==> src/logic/asc_pkg.sv <==
/*
  Shared constants and types for the converter sequencer control block:
  register indices, field layouts, reset values and sequencer timing counts.
  Assumes an APB slave with 32-bit data, one register per aligned word.
*/
package asc_pkg;
  // ==========================================================================
  // register indices (byte address is four times the index)
  localparam logic [7:0] IDX_TRIG_IRQ  = 8'h02;  // trigger_irq_control
  localparam logic [7:0] IDX_SEQ_FIFO  = 8'h03;  // sequence_fifo_freeze_control
  localparam logic [7:0] IDX_TIMING    = 8'h04;  // timing_resolution_control
  localparam logic [7:0] IDX_SEQ_STAT  = 8'h06;  // sequence_status
  localparam logic [7:0] IDX_CCF_STAT  = 8'h0B;  // complete_flags_status
  localparam logic [7:0] IDX_RESULT0   = 8'h10;  // result n at index 10h + 2n
  localparam logic [7:0] ADDR_RESULT0  = 8'h40;  // byte address of result 0
  localparam int         N_RESULTS     = 8;

  // ==========================================================================
  // field positions
  localparam int TI_FAST_FLAG_CLEAR = 6;  // fast_flag_clear
  localparam int TI_WAIT_POWER_DOWN = 5;  // wait_power_down
  localparam int TI_TLE  = 4;  // trigger_level_edge_select
  localparam int TI_TP   = 3;  // trigger_polarity
  localparam int TI_TE   = 2;  // trigger_enable
  localparam int TI_IE   = 1;  // seq_done_irq_enable
  localparam int TI_IF   = 0;  // seq_done_irq_flag (read only)
  localparam int SF_LEN  = 3;  // seq_length_bit3..0 at [6:3]
  localparam int SF_FIFO = 2;
  localparam int SF_FRZ  = 0;  // freeze_behavior_hi/lo at [1:0]
  localparam int TM_RES8 = 7;  // low_resolution_select
  localparam int TM_SMP  = 5;  // sample_phase_hi/lo at [6:5]
  localparam int TM_PRS  = 0;  // conv_clock_prescaler at [4:0]
  localparam int SS_SCF  = 7;
  localparam int SS_TRIGGER_OVERRUN_FLAG = 5;
  localparam int SS_FIFOR = 4;

  // ==========================================================================
  // reset values
  localparam logic [3:0] RST_SEQ_LEN = 4'h4;
  localparam logic [4:0] RST_PRS     = 5'h05;

  // ==========================================================================
  // sequencer timing, in conversion clock cycles
  localparam logic [4:0] SAMPLE1_CYC = 5'h02;
  localparam logic [4:0] CONV10_CYC  = 5'h0A;
  localparam logic [4:0] CONV8_CYC   = 5'h08;

  // ==========================================================================
  // freeze codes
  localparam logic [1:0] FRZ_FINISH = 2'h2;
  localparam logic [1:0] FRZ_NOW    = 2'h3;

  typedef enum logic [1:0] {SQ_IDLE, SQ_SAMP1, SQ_SAMP2, SQ_CONV} asc_seq_t;

  typedef struct packed {
    logic       fast_flag_clear;
    logic       wait_power_down;
    logic       tle;
    logic       tp;
    logic       te;
    logic       ie;
    logic [3:0] len;
    logic       fifo;
    logic [1:0] frz;
    logic       res8;
    logic [1:0] smp;
    logic [4:0] conv_clock_prescaler;
  } asc_cfg_t;

  typedef struct packed {
    asc_cfg_t            cfg;
    logic                sequence_complete_flag;
    logic                trigger_overrun_flag;
    logic                fifor;
    logic [7:0]          ccf;
    logic [7:0]          armed;
    logic [7:0][9:0]     result;
    asc_seq_t            seq;
    logic [4:0]          phase;
    logic [2:0]          conv_count;
    logic [3:0]          done_cnt;
    logic [4:0]          div;
    logic                conv_clk;
    logic                trig_prev;
    logic                wait_prev;
    logic                ignore_next;
    logic [31:0]         prdata;
    logic                pready;
    logic                pslverr;
    logic                irq;
    logic                powered;
    logic                trig_buf_en;
    logic                sampling;
  } asc_state_t;
endpackage
==> src/logic/asc_ctrl.sv <==
/*
  Configuration and control of an 8-channel, 10-bit successive-approximation
  converter sequencer: registers over APB, conversion clock prescaler,
  sample phases, sequence length, result placement, flags and triggering.
  Assumes the analog core presents a settled code on conv_code at the end of
  each conversion, and that the start pulse, scan and trigger inputs are
  synchronous to pclk.
*/
`timescale 1ns/10ps
// ============================================================================
module asc_ctrl (
  input  wire logic        pclk,         // bus clock
  input  wire logic        presetn,      // async reset, active low
  input  wire logic        pclk_en,      // freezes all state while low
  input  wire logic        psel,         // apb select
  input  wire logic        penable,      // apb access phase
  input  wire logic        pwrite,       // apb direction
  input  wire logic [7:0]  paddr,        // apb byte address
  input  wire logic [31:0] pwdata,       // apb write data
  output logic      [31:0] prdata,       // apb read data
  output logic             pready,       // apb ready
  output logic             pslverr,      // apb error on unmapped address
  input  wire logic        seq_start,    // pulse: start a new sequence
  input  wire logic        scan_mode,    // continuous sequences
  input  wire logic        wait_mode,    // cpu in wait mode
  input  wire logic        freeze_mode,  // debug breakpoint active
  input  wire logic        trig_in,      // selected external trigger level
  input  wire logic        trig_is_chan, // trigger source is an analog channel
  input  wire logic [9:0]  conv_code,    // settled code from analog core
  output logic             irq,          // sequence complete interrupt
  output logic             conv_clk,     // divided conversion clock
  output logic             powered,      // analog core powered
  output logic             trig_buf_en,  // digital buffer on trigger channel
  output logic             sampling,     // sample phase active
  output logic [2:0]       conv_count,   // next result slot
  output logic             ignore_next   // result unreliable after wake
);

  asc_pkg::asc_state_t r;
  asc_pkg::asc_state_t next_r;

  // ==========================================================================
  // outputs straight from the state register
  assign prdata      = r.prdata;
  assign pready      = r.pready;
  assign pslverr     = r.pslverr;
  assign irq         = r.irq;
  assign conv_clk    = r.conv_clk;
  assign powered     = r.powered;
  assign trig_buf_en = r.trig_buf_en;
  assign sampling    = r.sampling;
  assign conv_count  = r.conv_count;
  assign ignore_next = r.ignore_next;

  // ==========================================================================
  // next-state logic
  always_comb begin
    logic        acc;
    logic        wr;
    logic        rd;
    logic        is_res;
    logic [2:0]  res_n;
    logic        hit;
    logic [31:0] rdat;
    logic        tick;
    logic        halted;
    logic        frz_now;
    logic        frz_end;
    logic [3:0]  seq_len;
    logic [4:0]  smp_len;
    logic [4:0]  conv_len;
    logic        trig_hit;
    logic        trig_lvl;
    logic        start;
    logic        abort;
    logic        conv_done;
    logic        seq_done;
    logic [7:0]  ccf_set;
    logic [7:0]  ccf_clr;
    acc      = 1'b0;
    wr       = 1'b0;
    rd       = 1'b0;
    is_res   = 1'b0;
    res_n    = 3'h0;
    hit      = 1'b0;
    rdat     = 32'h0000_0000;
    tick     = 1'b0;
    halted   = 1'b0;
    frz_now  = 1'b0;
    frz_end  = 1'b0;
    seq_len  = 4'h0;
    smp_len  = 5'h00;
    conv_len = 5'h00;
    trig_hit = 1'b0;
    trig_lvl = 1'b0;
    start    = 1'b0;
    abort    = 1'b0;
    conv_done = 1'b0;
    seq_done = 1'b0;
    ccf_set  = 8'h00;
    ccf_clr  = 8'h00;
    next_r   = r;

    // bus handshake: one wait state, request completes when pready is seen
    acc    = psel && penable && r.pready;
    wr     = acc && pwrite;
    rd     = acc && !pwrite;
    is_res = (paddr[7:6] == asc_pkg::ADDR_RESULT0[7:6]) && (paddr[2:0] == 3'h0);
    res_n  = paddr[5:3];

    // read mux, prepared while pready rises
    hit = 1'b1;
    if (is_res) begin
      rdat = {22'h000000, r.result[res_n]};
    end else begin
      case (paddr)
        {asc_pkg::IDX_TRIG_IRQ[5:0], 2'b00}: begin
          rdat = {25'h0000000, r.cfg.fast_flag_clear, r.cfg.wait_power_down, r.cfg.tle, r.cfg.tp,
                  r.cfg.te, r.cfg.ie, r.cfg.ie & r.sequence_complete_flag};
        end
        {asc_pkg::IDX_SEQ_FIFO[5:0], 2'b00}: begin
          rdat = {25'h0000000, r.cfg.len, r.cfg.fifo, r.cfg.frz};
        end
        {asc_pkg::IDX_TIMING[5:0], 2'b00}: begin
          rdat = {24'h000000, r.cfg.res8, r.cfg.smp, r.cfg.conv_clock_prescaler};
        end
        {asc_pkg::IDX_SEQ_STAT[5:0], 2'b00}: begin
          rdat = {24'h000000, r.sequence_complete_flag, 1'b0, r.trigger_overrun_flag, r.fifor, 1'b0, r.conv_count};
        end
        {asc_pkg::IDX_CCF_STAT[5:0], 2'b00}: begin
          rdat = {24'h000000, r.ccf};
        end
        default: begin
          hit  = 1'b0;
          rdat = 32'h0000_0000;
        end
      endcase
    end
    next_r.pready  = psel && penable && !r.pready;
    next_r.pslverr = 1'b0;  // error stands only beside ready
    if (psel && penable && !r.pready) begin
      next_r.prdata  = pwrite ? 32'h0000_0000 : rdat;
      next_r.pslverr = !hit;
    end

    // register writes; pending flag bit 0 is not writable
    abort = 1'b0;
    if (wr && !is_res) begin
      case (paddr)
        {asc_pkg::IDX_TRIG_IRQ[5:0], 2'b00}: begin
          next_r.cfg.fast_flag_clear = pwdata[asc_pkg::TI_FAST_FLAG_CLEAR];
          next_r.cfg.wait_power_down = pwdata[asc_pkg::TI_WAIT_POWER_DOWN];
          next_r.cfg.tle  = pwdata[asc_pkg::TI_TLE];
          next_r.cfg.tp   = pwdata[asc_pkg::TI_TP];
          next_r.cfg.te   = pwdata[asc_pkg::TI_TE];
          next_r.cfg.ie   = pwdata[asc_pkg::TI_IE];
          abort = 1'b1;
        end
        {asc_pkg::IDX_SEQ_FIFO[5:0], 2'b00}: begin
          next_r.cfg.len  = pwdata[asc_pkg::SF_LEN +: 4];
          next_r.cfg.fifo = pwdata[asc_pkg::SF_FIFO];
          next_r.cfg.frz  = pwdata[asc_pkg::SF_FRZ +: 2];
          abort = 1'b1;
        end
        {asc_pkg::IDX_TIMING[5:0], 2'b00}: begin
          next_r.cfg.res8 = pwdata[asc_pkg::TM_RES8];
          next_r.cfg.smp  = pwdata[asc_pkg::TM_SMP +: 2];
          next_r.cfg.conv_clock_prescaler  = pwdata[asc_pkg::TM_PRS +: 5];
          abort = 1'b1;
        end
        {asc_pkg::IDX_SEQ_STAT[5:0], 2'b00}: begin
          if (pwdata[asc_pkg::SS_SCF]) next_r.sequence_complete_flag = 1'b0;
          if (pwdata[asc_pkg::SS_TRIGGER_OVERRUN_FLAG]) next_r.trigger_overrun_flag = 1'b0;
          if (pwdata[asc_pkg::SS_FIFOR]) next_r.fifor = 1'b0;
        end
        default: begin
          abort = 1'b0;
        end
      endcase
    end

    // status read arms every raised flag for the normal clearing sequence
    if (rd && (paddr == {asc_pkg::IDX_CCF_STAT[5:0], 2'b00})) begin
      next_r.armed = r.armed | r.ccf;
    end
    if (acc && is_res) begin
      if (r.cfg.fast_flag_clear) begin
        ccf_clr[res_n] = 1'b1;
      end else if (rd && r.armed[res_n]) begin
        ccf_clr[res_n] = 1'b1;
      end
    end

    // conversion clock: toggle every prs+1 bus clocks, tick on rising half
    halted = r.cfg.wait_power_down && wait_mode;
    if (r.div == r.cfg.conv_clock_prescaler) begin
      next_r.div      = 5'h00;
      next_r.conv_clk = !r.conv_clk;
      tick            = !r.conv_clk;
    end else begin
      next_r.div = r.div + 5'h01;
    end
    next_r.powered   = !halted;
    next_r.wait_prev = halted;
    if (r.wait_prev && !halted && r.seq != asc_pkg::SQ_IDLE) begin
      next_r.ignore_next = 1'b1;
    end

    // freeze response; reserved code continues like code zero
    frz_now = freeze_mode && (r.cfg.frz == asc_pkg::FRZ_NOW);
    frz_end = freeze_mode && (r.cfg.frz == asc_pkg::FRZ_FINISH);

    // decoded lengths
    seq_len = (r.cfg.len[3] || r.cfg.len == 4'h0) ? 4'h8 : {1'b0, r.cfg.len[2:0]};
    smp_len = 5'h02 << r.cfg.smp;
    conv_len = r.cfg.res8 ? asc_pkg::CONV8_CYC : asc_pkg::CONV10_CYC;

    // external trigger detection
    next_r.trig_prev   = trig_in;
    next_r.trig_buf_en = r.cfg.te && trig_is_chan;
    case ({r.cfg.tle, r.cfg.tp})
      2'b00: trig_hit = r.trig_prev && !trig_in;
      2'b01: trig_hit = !r.trig_prev && trig_in;
      2'b10: trig_lvl = !trig_in;
      2'b11: trig_lvl = trig_in;
      default: trig_hit = 1'b0;
    endcase
    trig_hit = r.cfg.te && (trig_hit || trig_lvl);
    if (trig_hit && !r.cfg.tle && r.seq != asc_pkg::SQ_IDLE) begin
      next_r.trigger_overrun_flag = 1'b1;
    end

    // sequence start from software or trigger
    start = seq_start || (trig_hit && r.seq == asc_pkg::SQ_IDLE && !abort);
    if (start) begin
      if (seq_start) begin
        next_r.sequence_complete_flag   = 1'b0;
        next_r.trigger_overrun_flag = 1'b0;
      end
      next_r.fifor    = 1'b0;
      next_r.seq      = asc_pkg::SQ_SAMP1;
      next_r.phase    = 5'h00;
      next_r.done_cnt = 4'h0;
      if (!r.cfg.fifo) next_r.conv_count = 3'h0;
    end else if (abort) begin
      next_r.seq   = asc_pkg::SQ_IDLE;
      next_r.trigger_overrun_flag = 1'b0;
    end else if (tick && !halted && !frz_now) begin
      case (r.seq)
        asc_pkg::SQ_SAMP1: begin
          if (frz_end && r.phase == 5'h00 && r.done_cnt != 4'h0) begin
            next_r.phase = 5'h00;  // parked between conversions
          end else if (r.phase == asc_pkg::SAMPLE1_CYC - 5'h01) begin
            next_r.phase = 5'h00;
            next_r.seq   = asc_pkg::SQ_SAMP2;
          end else begin
            next_r.phase = r.phase + 5'h01;
          end
        end
        asc_pkg::SQ_SAMP2: begin
          if (r.phase == smp_len - 5'h01) begin
            next_r.phase = 5'h00;
            next_r.seq   = asc_pkg::SQ_CONV;
          end else begin
            next_r.phase = r.phase + 5'h01;
          end
        end
        asc_pkg::SQ_CONV: begin
          if (r.phase == conv_len - 5'h01) begin
            conv_done    = 1'b1;
            next_r.phase = 5'h00;
            seq_done     = (r.done_cnt + 4'h1) == seq_len;
            next_r.done_cnt = r.done_cnt + 4'h1;
            next_r.seq   = asc_pkg::SQ_SAMP1;
            if (seq_done) begin
              next_r.done_cnt = 4'h0;
              next_r.seq = scan_mode ? asc_pkg::SQ_SAMP1 : asc_pkg::SQ_IDLE;
              if (!r.cfg.fifo) next_r.conv_count = 3'h0;
              else next_r.conv_count = r.conv_count + 3'h1;
            end else begin
              next_r.conv_count = r.conv_count + 3'h1;
            end
          end else begin
            next_r.phase = r.phase + 5'h01;
          end
        end
        default: begin
          next_r.phase = 5'h00;
        end
      endcase
    end
    if (conv_done) begin
      next_r.result[r.conv_count] = r.cfg.res8 ? {2'b00, conv_code[9:2]} : conv_code;
      ccf_set[r.conv_count] = 1'b1;
      if (r.ccf[r.conv_count]) next_r.fifor = 1'b1;
      next_r.ignore_next = 1'b0;
    end
    if (seq_done) begin
      next_r.sequence_complete_flag = 1'b1;
    end

    // a flag set in the same cycle as its clear stays set
    next_r.ccf   = (r.ccf & ~ccf_clr) | ccf_set;
    next_r.armed = next_r.armed & ~ccf_clr & ~ccf_set;
    next_r.sampling = (next_r.seq == asc_pkg::SQ_SAMP1) || (next_r.seq == asc_pkg::SQ_SAMP2);
    next_r.irq = next_r.cfg.ie && next_r.sequence_complete_flag;
  end

  // ==========================================================================
  // state register
  always_ff @(posedge pclk or negedge presetn) begin
    if (!presetn) begin
      r          <= '0;
      r.cfg.len  <= asc_pkg::RST_SEQ_LEN;
      r.cfg.conv_clock_prescaler  <= asc_pkg::RST_PRS;
      r.seq      <= asc_pkg::SQ_IDLE;
      r.powered  <= 1'b1;
    end else if (pclk_en) begin
      r <= next_r;
    end
  end

endmodule

==> config.mk <==
export PLATFORM = sky130hd
export DESIGN_NAME = asc_ctrl
export DESIGN_NICKNAME = d
export VERILOG_FILES = /design/src/logic/asc_pkg.sv /design/src/logic/asc_ctrl.sv
export SDC_FILE = /design/constraint.sdc
export NUM_CORES = 1
export LEC_CHECK = 0
export BUFFER_PORTS_ARGS = -buffer_cell sky130_fd_sc_hd__buf_2
export CORE_MARGIN = 2
export CORE_UTILIZATION = 63
export DETAILED_ROUTE_END_ITERATION = 16
export PLACE_DENSITY_LB_ADDON = 0.12
export SLEW_MARGIN = 5
export SYNTH_ARGS = -nofsm -noshare
export SYNTH_HDL_FRONTEND = slang
export SYNTH_SLANG_ARGS = --single-unit
==> constraint.sdc <==
create_clock -name pclk -period 5 [get_ports pclk]
set_input_delay 1 -clock pclk [delete_from_list [all_inputs] [get_ports pclk]]
set_output_delay 1 -clock pclk [all_outputs]
set_load 0.01 [all_outputs]
# Word-level counts from Yosys, hierarchy flattened
# Cells that the tools add are included.
[op_classes]
n_shift = 1
n_eq_ne = 23
n_addsub = 6
magnitude_cmp = 4
muxes = 84
reduce_logical = 68
n_bitwise = 8
n_div = 0
multipliers = 0
[ops]
columns = ["op", "n"]
rows = [
  ["bitwise mux 80 bit", 1],
  ["2-to-1 mux 32 bit", 2],
  ["2-to-1 mux 8 bit", 6],
  ["one-hot mux 8 bit (5 select lines)", 1],
  ["2-to-1 mux 1 bit", 36],
  ["binary-select mux 10 bit (select 3 bit)", 1],
  ["demux 10 bit (select 3 bit)", 1],
  ["logical AND 1 bit", 30],
  ["2-to-1 mux 10 bit", 3],
  ["2-to-1 mux 14 bit", 2],
  ["2-to-1 mux 5 bit", 5],
  ["AND 8 bit", 3],
  ["2-to-1 mux 7 bit", 3],
  ["2-to-1 mux 19 bit", 1],
  ["== test 8 x 4 -> 1 bit (second input constant)", 2],
  ["== test 8 x 5 -> 1 bit (second input constant)", 2],
  ["inverter 8 bit", 2],
  ["bitwise OR 8 bit", 2],
  ["== test 5 bit", 3],
  ["one-hot mux 5 bit (3 select lines)", 1],
  ["== test 2 bit (second input constant)", 7],
  ["2-to-1 mux 2 bit", 7],
  ["2-to-1 mux 12 bit", 1],
  ["2-to-1 mux 3 bit", 4],
  ["other kinds (34)", 68],
]
[word_totals]
elab_cells = 235
latch_bits = 0
regBits = 181
mem_count = 0
mem_bits_ro = 0
inputBits = 62
mem_bits_rw = 0

# Longest topological paths before layout
[logic_depth]
ltp_word = 12
mapped_depth = 11
ltp_nobuf = 9

# Worst setup path before layout
# No wires, ideal clock.
[synth_path]
path_kind = "input port to flip-flop"
from = "in paddr[6]"
to = "reg r[159] in the netlist's numbering"
setup_ns = 0.125
n_path_buf = 3
arrival_ns = 2.807
required_ns = 4.875
slack_ns = 2.068
stages = 10
cell_sequence = "or4_1 > buf_2 > a2111o_1 > nand2_2 > nor2b_2 > buf_6 > buf_6 > inv_2 > o21ai_2 > mux2_2"
[synth_between]
elab_chain_len = 10
word_cells_on_any_way = 21
classes_between = "5 x eq/ne; 9 x mux; 7 x reduce/logical"
[synth_rtl]
columns = ["item", "line", "text"]
rows = [
  ["from (decl)", "asc_ctrl.sv:18", "input wire logic [7:0] paddr,"],
  ["branches (longest 9 deep; another with == test 8 x 5 -> 1 bit)", "--", ""],
  ["2-to-1 mux 1 bit *", "asc_ctrl.sv:298", "if (seq_done) begin"],
  ["to (signal assigned)", "asc_ctrl.sv:319", "r <= next_r;"],
  ["to (decl)", "asc_ctrl.sv:39", "asc_pkg::asc_state_t r;"],
]
# Every way passes the cells marked *.
# A chain may end at the register's enable or synchronous reset.

# Worst setup path after layout
[layout_path]
from = "in paddr[3]"
to = "reg r[159] in the netlist's numbering"
[layout_between]
elab_chain_len = 9
word_cells_on_any_way = 17
classes_between = "4 x eq/ne; 9 x mux; 4 x reduce/logical"
[layout_rtl]
columns = ["item", "line", "text"]
rows = [
  ["== test 8 x 5 -> 1 bit or == test 8 x 4 -> 1 bit (tied branches)", "asc_ctrl.sv:149", "case (paddr)"],
  ["OR reduction 3 bit (no line)", "--", ""],
  ["2-to-1 mux 1 bit", "asc_ctrl.sv:149", ""],
  ["2-to-1 mux 1 bit", "asc_ctrl.sv:148", "if (wr && !is_res) begin"],
  ["zero test 1 bit", "asc_ctrl.sv:234", "start = seq_start || (trig_hit && r.seq == asc_pkg::SQ_IDLE && !abort);"],
  ["logical AND 1 bit", "asc_ctrl.sv:234", ""],
  ["logical OR 1 bit", "asc_ctrl.sv:234", ""],
  ["2-to-1 mux 1 bit", "asc_ctrl.sv:235", "if (start) begin"],
  ["2-to-1 mux 1 bit *", "asc_ctrl.sv:298", ""],
]
# Mark *: on every way between the ends. The rest lies on a longest branch, timed or not.

==> metrics.md <==
| Metric | Value |
|---|---|
| Path type of the worst setup path | `input pin to flip-flop` |
| Root buf cell | `sky130_fd_sc_hd__clkbuf_16` |
| Setup TNS after final layout | `0 ns` |
| Initial DRC count | `~900` |
| Power density cells | `about 320 nW/um^2` |
| Ys flop type | `sky130_fd_sc_hd__dfrtp_1` |
| Dpl hpwl | `15.69 mm` |
| Worst path arrival time | `roughly 3.6 ns` |
| Total non-filler cell area in the finished layout | `9350 um^2` |
| VDD IR max | `0.3319 mV` |
| Slowest-stage cell, CP | `sky130_fd_sc_hd__nor4_1` |
| Fraction of registers with async set or reset after synthesis | `100.0%` |
| Number of antenna-violating nets in the routed design | `0` |
| FP Rows | `42` |
| Width of the die | `120.3 um` |
| Number of placed instances with taps included | `roughly 1100` |
| Relative slew margins | `41.94%` |
| Proportion of layout cells with a drive suffix above 1 | `17.99%` |
| Overall Power | `2981 uW` |
| Number of cells upsized or downsized after cts | `0` |
| Warning count from the yosys run | `0` |
| Y dimension of the die | `120.3 um` |
| Area occupied by multi-input gates | `4006 um^2` |
| Fill cell instance count of the final layout | `1042` |
| Largest driver fanout on the critical path | `36` |
| Pin count of the biggest net entering global routing | `96` |
| Overall global routing resource usage | `33.23%` |
| Number of antenna violations at the first check in global routing | `0` |
| Type of the most critical hold path | `flip-flop to flip-flop` |
| Port-buffer cells | `58` |
| P&R area growth vs syn | `9.639%` |
| Top cell family by delay on the critical path | `simple AND/OR/NAND/NOR gates` |
| Data required time of the critical path | `5.33 ns` |
| Fraction of power spent switching nets | `between 20% and 30%` |
| Final cell count without fillers | `~1100` |
| Critical path's largest stage delay | `0.82 ns` |
| Share of power burned in combinational logic | `8.9%` |
| Worst-skew pair later-pin latency | `between 0.4 and 0.5 ns` |
| Yosys cell types | `84` |
| Final setup viols | `0` |
| Bufs on Longest Clock Path | `2` |
| Sequential standard cell area | `3984 um^2` |
| Post-layout nets | `1001` |
| Peak Freq | `304.0 MHz` |
| Cell with the most instances after synthesis | `sky130_fd_sc_hd__dfrtp_1` |
| Category of the worst setup path capture point | `flip-flop` |
| Sequential power share | `45.4%` |
| Pre-Repair DR Iteration Count | `5` |
| Part of the total power dissipated in the clock network | `45.7%` |
| Critical path startpoint | `paddr[3]` |
| Overall overflow remaining after global route | `0` |
| Post-route DRC | `0` |
| Leading area contributor after synthesis | `sky130_fd_sc_hd__dfrtp_1` |
| Number of buffers added to fix hold violations after cts | `0` |
| Number of antenna cells inserted | `0` |
| Worst clock skew | `0.008748 ns` |
| Buffers inserted by post-CTS timing repair | `0` |
| Hold Fails Final Rpt | `0` |
| Result of the run | `finished, final reports clean` |
| H-tree levels | `4` |
| Final number of max-transition violations | `0` |
| Startpoint Class | `input pin` |
| Fin crit period | `3.289 ns` |
| Max cap viols | `0` |
| Synth cell count leaders | `sky130_fd_sc_hd__dfrtp_1 (155), sky130_fd_sc_hd__nand2_1 (139), sky130_fd_sc_hd__o21ai_0 (120), sky130_fd_sc_hd__buf_4 (39), sky130_fd_sc_hd__nor2_1 (32)` |
| Post-detailed-route via-to-cell ratio | `approximately 6.5` |
| Number of global-route vias before repair | `7012` |
| Synthesis-stage register bit count | `159` |
| Tcrit/Tclk final | `65.79%` |
| Number of synthesized flops with an enable pin | `0` |
| Cell-by-cell listing of the critical path | `buf_2 -> buf_4 -> nor2b_1 -> nand2_1 -> nor4_1 -> a211o_1 -> o21ai_2 -> mux2_2` |
| Total CTS buffers | `17` |
| Cell area reported after detailed placement | `8740 um^2` |
| Final estimated routing congestion in global placement | `0.9963` |
| Buf+Inv Stages, Crit Path | `2` |
| Slew @ Worst Pin | `between 0.8 and 0.9 ns` |
| Netlist Area Pre-Place | `between 8000 and 9000 um^2` |
| Psw | `between 700 and 800 uW` |
| Clock Sinks | `159` |
| Yosys top cell area share | `45.48%` |
| Effective utilization at floorplan | `64.40%` |
| I/O pin count | `105` |
| Launch point of the worst hold path | `r[139]` |
| RR Startpoint | `r[167]` |
| Internal power | `2202 uW` |
| Leakage power summed over all cells | `0.004236 uW` |
| Wire length of the first global-routing pass | `36.93 mm` |
| Reg clk slew, reported paths | `approximately 0.06 ns` |
| Sequential fraction of the synthesis area | `46.71%` |
| Synthesized instance count | `904` |
| Unrepaired setup endpoints after global routing | `false` |
| Routed via count | `7241` |
| Routed length per instance | `20.59 um` |
| Core area | `13240 um^2` |
| Area enclosed by the die boundary | `14480 um^2` |
| Mapped Avg Cell Area | `9.434 um^2` |
| Routed WL | `23.08 mm` |
| Clock tree from TritonCTS | `built` |
| Biggest area contributors in the synthesized netlist | `sky130_fd_sc_hd__dfrtp_1 (45%), sky130_fd_sc_hd__o21ai_0 (7.0%), sky130_fd_sc_hd__nand2_1 (6.1%), sky130_fd_sc_hd__buf_4 (3.4%), sky130_fd_sc_hd__mux2_2 (3.4%)` |
[cells by family (layout without fill, tap and decap cells)]
group           count (synthesis)  in the layout  synth area share [%]
simple gates                  286            286                 16.27
other cells                     1             22               0.04397
xor+xnor                        9              9                0.9242
mux                            59             59                 8.040
flops                         159            159                 46.71
fa+ha+maj                       7              7                 1.027
compound gates                269            269                 19.75
buf+inv                       114            134                 7.233
[layout make-up]
class | instances | area share (%)
multi-input cells | 652 | 42.85
flip-flops and latches | 159 | 42.61
repair buffers | 76 | 4.617
clock buffers | 18 | 4.590
well taps | 176 | 2.355
clock inverters | 14 | 1.940
inverters | 26 | 1.044
[power groups by stage]
| stage | clock network (uW) | registers (uW) | logic (uW) |
|---|---|---|---|
| after global routing | 1420 | 1360 | 290 |
| after global placement | 0 | 1370 | 252 |
| after detailed placement | 0 | 1380 | 262 |
| after CTS | 1370 | 1350 | 264 |
| after floorplan | 0 | 1370 | 173 |
| final | 1360 | 1350 | 264 |
[worst min-delay path, stage by stage, from the launching register on]
cell and delay, ns:
sky130_fd_sc_hd__dfrtp_1 0.34, sky130_fd_sc_hd__nand2_1 0.04, sky130_fd_sc_hd__o21ai_0 0.06
[per-layer routing]
| layer | vias to the layer above | track usage (%) | wire length (um) |
|---|---|---|---|
| li1 | 3241 | - | - |
| met1 | 3551 | 42.56 | 9075 |
| met2 | 379 | 54.51 | 11330 |
| met3 | 70 | 7.170 | 1811 |
| met4 | 0 | 15.04 | 864 |
| met5 | - | 0 | 0 |
[cells in the final DEF, fill, tap and decap left out, types with 10 or more instances in the layout]
master,count
sky130_fd_sc_hd__a21oi_1,30
sky130_fd_sc_hd__a22o_1,11
sky130_fd_sc_hd__buf_2,57
sky130_fd_sc_hd__buf_4,18
sky130_fd_sc_hd__clkbuf_16,17
sky130_fd_sc_hd__conb_1,22
sky130_fd_sc_hd__dfrtp_1,155
sky130_fd_sc_hd__inv_1,25
sky130_fd_sc_hd__mux2_2,26
sky130_fd_sc_hd__mux2i_1,28
sky130_fd_sc_hd__nand2_1,139
sky130_fd_sc_hd__nand2b_1,11
sky130_fd_sc_hd__nand3_1,27
sky130_fd_sc_hd__nor2_1,32
sky130_fd_sc_hd__nor3_1,11
sky130_fd_sc_hd__o21ai_0,120
sky130_fd_sc_hd__o21ai_1,11
sky130_fd_sc_hd__o221ai_1,10
sky130_fd_sc_hd__o22ai_1,14
[through the flow]
| stage | setup slack, ns | hold slack, ns | utilization (%) |
|---|---|---|---|
| floorplan | 2.068 | 0.4444 | - |
| global placement | 1.408 | 0.4556 | 66.00 |
| detailed placement | 1.365 | 0.4699 | 66.00 |
| CTS | 1.801 | 0.4839 | 70.61 |
| global route | 1.599 | 0.5003 | 70.61 |
| finish | 1.711 | 0.4813 | 70.61 |
[path summary, 6_finish.rpt]
kind,end,slack (ns),cells after the start
worst max-delay path,r[159],1.71,8
worst min-delay path,r[139],0.48,2
worst max register to register,r[70],1.92,7
worst min register to register,r[139],0.48,2
max in group asynchronous,r[68],3.33,2
min in group asynchronous,r[42],0.65,1
[flip-flops by register name, indices dropped and copies added, names as in the netlist]
signal,count
r,138
prdata,10
conv_count,3
conv_clk,1
ignore_next,1
irq,1
powered,1
pready,1
pslverr,1
sampling,1
trig_buf_en,1
Note: power is estimated with default switching activity, not from simulation.
